==> src/design/lcd_cfg_pkg.sv <==
package lcd_cfg_pkg;

	// Drive geometry.
	localparam int SEG_COUNT = 132;
	localparam int COM_COUNT = 49;
	localparam int MUX_COUNT = 181;
	localparam int SCAN_LINES = 48;
	localparam logic [5:0] LINE_FIRST = 6'h00;
	localparam logic [5:0] LINE_LAST = 6'h2f;
	localparam logic [5:0] LINE_INDICATOR = 6'h30;

	// Command bytes; the mask keeps the opcode part of the byte.
	localparam logic [7:0] MASK_LSB = 8'hfe;
	localparam logic [7:0] MASK_LOW3 = 8'hf8;
	localparam logic [7:0] MASK_DIR = 8'hf7;
	localparam logic [7:0] CMD_DISPLAY = 8'hae;
	localparam logic [7:0] CMD_REVERSE = 8'ha6;
	localparam logic [7:0] CMD_ALL_ON = 8'ha4;
	localparam logic [7:0] CMD_BIAS = 8'ha2;
	localparam logic [7:0] CMD_COM_DIR = 8'hc0;
	localparam logic [7:0] CMD_INDICATOR = 8'hac;
	localparam logic [7:0] CMD_POWER = 8'h28;
	localparam logic [7:0] CMD_GAIN = 8'h20;
	localparam logic [7:0] CMD_CONTRAST = 8'h81;
	localparam int DIR_BIT = 3;

	// Register fields and reset values.
	localparam logic [5:0] CONTRAST_MAX = 6'h3f;
	localparam logic [5:0] CONTRAST_RESET = 6'h20;
	localparam logic [2:0] GAIN_RESET = 3'h0;
	localparam logic [2:0] GAIN_UNUSED = 3'h7;
	localparam logic [2:0] POWER_RESET = 3'h0;
	localparam logic [2:0] POWER_ALL_ON = 3'h7;

	// Blank time after power-up by command.
	localparam int POWER_WAIT_MS = 300;
	localparam int CLK_HZ = 100_000_000;
	localparam int POWER_WAIT_CYCLES = POWER_WAIT_MS * (CLK_HZ / 1000);

	// Two-bit drive level code: {selected, polarity}.
	localparam logic [1:0] LEVEL_RESET = 2'h0;

	typedef enum logic [1:0] {
		PEND_NONE,
		PEND_CONTRAST,
		PEND_INDICATOR
	} pend_e;

	typedef struct packed {
		logic multiplier;
		logic adjuster;
		logic follower;
	} power_en_s;

endpackage

==> src/design/drive_level_mux.sv <==
`timescale 1ns/1ps
`default_nettype none

module drive_level_mux #(
	parameter int SEGS = lcd_cfg_pkg::SEG_COUNT,
	parameter int COMS = lcd_cfg_pkg::COM_COUNT
) (
	input wire logic clk,
	input wire logic rstn,
	input wire logic [SEGS-1:0] seg_bits,
	input wire logic [5:0] line,
	input wire logic polarity,
	output logic [2*(SEGS+COMS)-1:0] levels
);

	typedef struct packed {
		logic [2*(SEGS+COMS)-1:0] lv;
	} mux_state_s;

	mux_state_s st_reg;
	mux_state_s st_next;

	// One multiplexer per output: segment from its bit, common from scan.
	always_comb
	begin
		st_next = st_reg;
		for (int i = 0; i < SEGS; i++)
		begin
			st_next.lv[2*i +: 2] = {seg_bits[i], polarity};
		end
		for (int j = 0; j < COMS; j++)
		begin
			st_next.lv[2*(SEGS+j) +: 2] = {(line == 6'(j)), polarity};
		end
	end

	always_ff @(posedge clk or negedge rstn)
	begin
		if (!rstn)
			st_reg <= '0;
		else
			st_reg <= st_next;
	end

	assign levels = st_reg.lv;

endmodule

`default_nettype wire

==> src/design/lcd_drive_power_config.sv <==
`timescale 1ns/1ps
`default_nettype none

module lcd_drive_power_config #(
	parameter int WAIT_CYCLES = lcd_cfg_pkg::POWER_WAIT_CYCLES
) (
	input wire logic MCLK,
	input wire logic RSTN,
	input wire logic CMD_WRITE,
	input wire logic [7:0] CMD_DATA,
	input wire logic LINE_TICK,
	input wire logic [lcd_cfg_pkg::SEG_COUNT-1:0] SEG_DATA,
	input wire logic INTERNAL_DIVIDER_SELECT,
	output lcd_cfg_pkg::power_en_s POWER_ENABLE,
	output logic [5:0] CONTRAST_CODE,
	output logic [5:0] ATTENUATION_STEP,
	output logic [2:0] GAIN_RATIO_CODE,
	output logic BIAS_SIXTH,
	output logic EXTERNAL_FEEDBACK_ACTIVE,
	output logic DISPLAY_ACTIVE,
	output logic [5:0] COMMON_LINE,
	output logic POLARITY_TOGGLE,
	output logic INDICATOR_COUNTER_ELECTRODE,
	output logic [2*lcd_cfg_pkg::MUX_COUNT-1:0] DRIVE_LEVELS
);

	typedef struct packed {
		lcd_cfg_pkg::pend_e pend;
		lcd_cfg_pkg::power_en_s power;
		logic [5:0] contrast;
		logic [5:0] atten;
		logic [2:0] gain;
		logic bias_sixth;
		logic display_on;
		logic reverse;
		logic all_on;
		logic com_reverse;
		logic indicator_on;
		logic fr;
		logic indicator_electrode;
		logic [5:0] line;
		logic [31:0] wait_cnt;
		logic ext_fb;
		logic active;
	} cfg_state_s;

	cfg_state_s st_reg;
	cfg_state_s st_next;
	logic [7:0] opc_lsb;
	logic [7:0] opc_low3;
	logic [7:0] opc_dir;
	logic save_now;
	logic save_next;
	logic [lcd_cfg_pkg::SEG_COUNT-1:0] seg_bits;

	// Opcode views of the incoming byte.
	assign opc_lsb = CMD_DATA & lcd_cfg_pkg::MASK_LSB;
	assign opc_low3 = CMD_DATA & lcd_cfg_pkg::MASK_LOW3;
	assign opc_dir = CMD_DATA & lcd_cfg_pkg::MASK_DIR;

	// Power save is display off together with all dots on.
	assign save_now = !st_reg.display_on && st_reg.all_on;

	// Blanked, all-on or reversed data feeds the segment multiplexers.
	always_comb
	begin
		seg_bits = '0;
		if (st_reg.active)
		begin
			if (st_reg.all_on)
				seg_bits = '1;
			else
				seg_bits = SEG_DATA ^ {lcd_cfg_pkg::SEG_COUNT{st_reg.reverse}};
		end
	end

	always_comb
	begin
		st_next = st_reg;

		// Command decode; every write lands on the accepting edge.
		if (CMD_WRITE)
		begin
			st_next.pend = lcd_cfg_pkg::PEND_NONE;
			if (st_reg.pend == lcd_cfg_pkg::PEND_CONTRAST)
			begin
				// Contrast is held whatever divider is in use.
				st_next.contrast = CMD_DATA[5:0];
			end
			else if (st_reg.pend == lcd_cfg_pkg::PEND_INDICATOR)
			begin
				// Mode byte is swallowed so it cannot decode as a command.
				st_next.pend = lcd_cfg_pkg::PEND_NONE;
			end
			else if (opc_lsb == lcd_cfg_pkg::CMD_DISPLAY)
				st_next.display_on = CMD_DATA[0];
			else if (opc_lsb == lcd_cfg_pkg::CMD_REVERSE)
				st_next.reverse = CMD_DATA[0];
			else if (opc_lsb == lcd_cfg_pkg::CMD_ALL_ON)
				st_next.all_on = CMD_DATA[0];
			else if (opc_lsb == lcd_cfg_pkg::CMD_BIAS)
				st_next.bias_sixth = CMD_DATA[0];
			else if (opc_lsb == lcd_cfg_pkg::CMD_INDICATOR)
			begin
				st_next.indicator_on = CMD_DATA[0];
				st_next.pend = lcd_cfg_pkg::PEND_INDICATOR;
			end
			else if (opc_dir == lcd_cfg_pkg::CMD_COM_DIR)
				st_next.com_reverse = CMD_DATA[lcd_cfg_pkg::DIR_BIT];
			else if (opc_low3 == lcd_cfg_pkg::CMD_POWER)
				st_next.power = CMD_DATA[2:0];
			else if (opc_low3 == lcd_cfg_pkg::CMD_GAIN)
			begin
				// The eighth code has no ratio, so it is not taken.
				if (CMD_DATA[2:0] != lcd_cfg_pkg::GAIN_UNUSED)
					st_next.gain = CMD_DATA[2:0];
			end
			else if (CMD_DATA == lcd_cfg_pkg::CMD_CONTRAST)
				st_next.pend = lcd_cfg_pkg::PEND_CONTRAST;
		end

		// Attenuation step mirrors the new code one cycle later.
		st_next.atten = lcd_cfg_pkg::CONTRAST_MAX - st_reg.contrast;

		// Blank window restarts on full power-up or leaving power save.
		save_next = !st_next.display_on && st_next.all_on;
		if ((CMD_WRITE && (st_reg.pend == lcd_cfg_pkg::PEND_NONE)
			&& (opc_low3 == lcd_cfg_pkg::CMD_POWER)
			&& (CMD_DATA[2:0] == lcd_cfg_pkg::POWER_ALL_ON))
			|| (save_now && !save_next))
			st_next.wait_cnt = 32'(WAIT_CYCLES);
		else if (st_reg.wait_cnt != 32'h0)
			st_next.wait_cnt = st_reg.wait_cnt - 32'h1;

		// Display on is remembered but held off during the wait.
		st_next.active = st_reg.display_on && (st_reg.wait_cnt == 32'h0)
			&& !save_now;

		// Common scan with the indicator common as last slot.
		if (LINE_TICK)
		begin
			if (st_reg.line == lcd_cfg_pkg::LINE_INDICATOR)
			begin
				st_next.fr = !st_reg.fr;
				st_next.line = st_reg.com_reverse ? lcd_cfg_pkg::LINE_LAST
					: lcd_cfg_pkg::LINE_FIRST;
			end
			else if (!st_reg.com_reverse)
				st_next.line = (st_reg.line == lcd_cfg_pkg::LINE_LAST)
					? lcd_cfg_pkg::LINE_INDICATOR
					: st_reg.line + 6'h1;
			else
				st_next.line = (st_reg.line == lcd_cfg_pkg::LINE_FIRST)
					? lcd_cfg_pkg::LINE_INDICATOR
					: st_reg.line - 6'h1;
		end

		// Counter electrode opposes the toggle only while lit.
		st_next.indicator_electrode = st_next.fr ^ st_reg.indicator_on;

		// Feedback pin is meaningful only without the internal divider.
		st_next.ext_fb = !INTERNAL_DIVIDER_SELECT;
	end

	always_ff @(posedge MCLK or negedge RSTN)
	begin
		if (!RSTN)
		begin
			st_reg <= '0;
			st_reg.contrast <= lcd_cfg_pkg::CONTRAST_RESET;
			st_reg.atten <= lcd_cfg_pkg::CONTRAST_MAX - lcd_cfg_pkg::CONTRAST_RESET;
			st_reg.gain <= lcd_cfg_pkg::GAIN_RESET;
			st_reg.power <= lcd_cfg_pkg::POWER_RESET;
			st_reg.pend <= lcd_cfg_pkg::PEND_NONE;
		end
		else
			st_reg <= st_next;
	end

	// Level multiplexers, registered inside.
	drive_level_mux #(
		.SEGS(lcd_cfg_pkg::SEG_COUNT),
		.COMS(lcd_cfg_pkg::COM_COUNT)
	) u_mux (
		.clk(MCLK),
		.rstn(RSTN),
		.seg_bits(seg_bits),
		.line(st_reg.line),
		.polarity(st_reg.fr),
		.levels(DRIVE_LEVELS)
	);

	// All outputs are register bits.
	assign POWER_ENABLE = st_reg.power;
	assign CONTRAST_CODE = st_reg.contrast;
	assign ATTENUATION_STEP = st_reg.atten;
	assign GAIN_RATIO_CODE = st_reg.gain;
	assign BIAS_SIXTH = st_reg.bias_sixth;
	assign EXTERNAL_FEEDBACK_ACTIVE = st_reg.ext_fb;
	assign DISPLAY_ACTIVE = st_reg.active;
	assign COMMON_LINE = st_reg.line;
	assign POLARITY_TOGGLE = st_reg.fr;
	assign INDICATOR_COUNTER_ELECTRODE = st_reg.indicator_electrode;

endmodule

`default_nettype wire

==> config.mk <==
export PLATFORM = sky130hd
export DESIGN_NAME = lcd_drive_power_config
export DESIGN_NICKNAME = d
export VERILOG_FILES = /design/src/design/lcd_cfg_pkg.sv /design/src/design/drive_level_mux.sv /design/src/design/lcd_drive_power_config.sv
export SDC_FILE = /design/constraint.sdc
export NUM_CORES = 1
export LEC_CHECK = 0
export BUFFER_PORTS_ARGS = -buffer_cell sky130_fd_sc_hd__buf_4
export CORE_AREA = 2 2 211 213
export CTS_CLUSTER_SIZE = 16
export DETAILED_ROUTE_END_ITERATION = 8
export DIE_AREA = 0 0 213 215
export PLACE_DENSITY = 0.54
export SLEW_MARGIN = 20
export SYNTH_ARGS = -nofsm -noshare
export SYNTH_HDL_FRONTEND = slang
export SYNTH_HIERARCHICAL = 1
export SYNTH_SLANG_ARGS = --single-unit
export TNS_END_PERCENT = 100
==> constraint.sdc <==
create_clock -name MCLK -period 7.7 [get_ports MCLK]
set_input_delay 1.925 -clock MCLK [delete_from_list [all_inputs] [get_ports MCLK]]
set_output_delay 1.925 -clock MCLK [all_outputs]
set_load 0.03 [all_outputs]
==> out/results.tsv <==
metric	value	unit
main combinational cell family by area after synthesis	buffers and inverters	
fin crit period	4.208	ns
CTS Hold Bufs	0	
Multi-input gate area	4238	sq um
DP Area	15460	sq um
Critical Path RT	5.78	ns
initial DRC count	464	
WL per Instance	17.68	um
gr usage total	0.1506	
die height	215	um
die area	45800	sq um
Setup crit end kind	output pin	
Yosys warnings	6	
worst-skew pair later-pin latency	0.57	ns
Seq/Total Area, Yosys	0.5047	
final hold vios	0	
H-Tree Depth	1	
number of flip-flops in the largest register	182	
Starting Density	0.2844	
worst hold endpoint	ATTENUATION_STEP[2]	
Pwr per Cell Area	321.1	nW/um^2
CP Max Fanout	153	
asr flop ratio synth	1.000	
dominant synthesized flop cell	dfrtp_1	
post-CTS sizing	0	
worst min path class	reg -> reg	
clock network power share	0.284	
multiplexer share of the synthesized area	0.01633	
core box area	43640	sq um
Mapped Cells	1129	
most frequent cells in the layout	buf_4 (544), dfrtp_1 (240), xor2_1 (138), o21a_1 (132), nor2_1 (64)	
worst vdd ir	0.2772	mV
XOR/XNOR Fraction of Synth Area	0.1016	
Synth Net Count	1282	
Combinational Power Share	0.433	
reg2reg path depth	7	
vias in the first global route	8771	
ant diodes	0	
pins over their slew limit	0	
cell-internal power	0.003097	W
final setup fails	0	
CP top delay family	buffers and inverters	
Arr. time, crit path	2.28	ns
FF/Latch Area	6279	sq um
CP bufs+invs	2	
GR Overflow Total	0	
Via density	4.368	
fin area	16580	sq um
wire length of the first global-routing pass	53.65	mm
Final nets	1588	
RR Startpoint	st_reg[2]	
Root Buffer	clkbuf_16	
proportion of layout cells with a drive suffix above 1	0.4404	
antenna violations before repair	0	
crit path kind	reg -> out	
GP Congestion	0.7898	
Lkg Pwr	8.467	nW
area added between synthesis and finish	33.58	%
Rows	77	
total CTS buffers	31	
status	finished clean	
Slew Limit Headroom	0.2868	
drt total wl	36.28	mm
Synth Area in Adders	0.008065	
CP max stage delay	0.66	ns
reg2reg end	st_reg[8]	
Sink Count	250	
DR DRC count	0	
CTS tree	yes	
final setup TNS	0	ns
worst hold path cell count	1	
DRT antenna net count	0	
Setup crit start kind	register	
postcts setup bufs	0	
clk buf depth	3	
clock slew at reported path FFs	0.06	ns
count of cell types in the netlist	62	
# fillers	4300	
critical path's slowest cell	buf_6	
P_sw	0.002227	W
Post-synth EDFFs	0	
crit-path cells	buf_6, buf_4	
worst-margin pin slew	1.070	ns
1st-pass router iterations	4	
Port Buffers	535	
switching share of power	0.4183	
most common cell after layout, fill and taps aside	buf_4	
Seq pwr share	0.284	
Highest Clock Rate	0.2376	GHz
Post-Place Cells	1993	
final worst-path cycle share	0.5465	
hold_sp	CONTRAST_CODE[2]	
die width	213	um
#FFs+latches synth	250	
largest net degree at the start of global routing	154	
Cell Area, Synth	12410	sq um
max-cap violation count	0	
I/O Pins	536	
RSZ-0062 raised after global routing	no	
Mapped Avg Cell Area	10.99	sq um
R2R setup slack	5.03	ns
Post-Synth Simple-Gate Area	0.09447	
Finished Layout Cells	2052	
Compound-Gate Fraction of Synth Area	0.1206	
DP HPWL	25.31	mm
vias post-DR	8963	
Setup Skew	0.01618	ns
-- cells in the mapped netlist (5+ instances only) --
| cell type | count | share of area |
|---|---|---|
| a21oi_1 | 20 | 0.0081 |
| buf_1 | 16 | 0.0048 |
| buf_2 | 9 | 0.0036 |
| buf_4 | 205 | 0.12 |
| clkbuf_1 | 43 | 0.013 |
| dfrtp_1 | 244 | 0.49 |
| dfstp_2 | 6 | 0.013 |
| ha_1 | 8 | 0.0081 |
| inv_1 | 23 | 0.0070 |
| mux2_2 | 18 | 0.016 |
| nand2_1 | 22 | 0.0067 |
| nand2b_1 | 6 | 0.0030 |
| nand3_1 | 8 | 0.0032 |
| nand4_1 | 12 | 0.0060 |
| nand4b_1 | 5 | 0.0035 |
| nor2_1 | 64 | 0.019 |
| nor3_1 | 11 | 0.0044 |
| nor4_1 | 16 | 0.0081 |
| o211ai_1 | 6 | 0.0036 |
| o21a_1 | 132 | 0.080 |
| o21ai_0 | 15 | 0.0060 |
| o31ai_1 | 6 | 0.0036 |
| or3_1 | 16 | 0.0081 |
| or4_1 | 7 | 0.0042 |
| xnor2_1 | 6 | 0.0042 |
| xor2_1 | 138 | 0.097 |
-- layer usage --
metal / vias up / wire length (um) / global-route usage
met5: - / 0 / 0
met1: 4358 / 14470 / 0.1852
li1: 4200 / - / -
met2: 359 / 17870 / 0.2571
met4: 0 / 769 / 0.03986
met3: 46 / 3163 / 0.04296
-- power groups by stage --
stage                     clock network [W]  registers [W]  logic, W
after global placement                    0        0.00153   0.00231
after CTS                           0.00156        0.00151   0.00232
after global routing                0.00161        0.00153   0.00243
after floorplan                           0        0.00162   0.00201
after detailed placement                  0        0.00154   0.00232
final                               0.00151        0.00151   0.00230
-- worst register-to-register path, stage by stage, from the launching register on --
cell     delay [ns]
dfrtp_1        0.41
inv_1          0.14
ha_1           0.15
nor4b_1        0.38
nand4_1        0.51
nor3_2         0.67
o21ai_0        0.19
a21oi_1        0.15
-- worst max path at each step --
stage               slack, ns              start  cells after the start           endpoint
CTS                      3.15  u_mux/levels[202]                      2   DRIVE_LEVELS[36]
floorplan                2.09  u_mux/levels[202]                      1  DRIVE_LEVELS[100]
finish                   3.49  u_mux/levels[202]                      2   DRIVE_LEVELS[36]
detailed placement       3.47        CMD_DATA[4]                      6         st_reg[32]
global placement         3.53        CMD_DATA[4]                      6          st_reg[6]
global route             3.34  u_mux/levels[202]                      2  DRIVE_LEVELS[274]
-- metrics by stage --
step / total power [W] / hold WS (ns) / util / setup slack [ns]
after floorplan: 0.003627 / 0.3774 / - / 2.085
final: 0.005324 / 0.4007 / 0.3799 / 3.492
after global placement: 0.003836 / 0.3968 / 0.3543 / 3.533
after detailed placement: 0.003857 / 0.4066 / 0.3543 / 3.471
after global routing: 0.005571 / 0.4286 / 0.3799 / 3.335
after CTS: 0.005395 / 0.4122 / 0.3790 / 3.145
-- layout make-up --
type,instances,area share
flip-flops and latches,250,0.3787
multi-input cells,581,0.2556
repair buffers,548,0.2508
clock buffers,48,0.05789
well taps,592,0.04468
clock inverters,10,0.007094
inverters,23,0.005208
-- cell families after synthesis --
logic type               Yosys count
AO/OA/AOI/OAI                    207
flip-flops                       250
AND/OR/NAND/NOR                  204
adder cells (fa/ha/maj)            8
XOR/XNOR                         144
buffers and inverters            298
multiplexers                      18
Power figures use the tool's default switching activity.
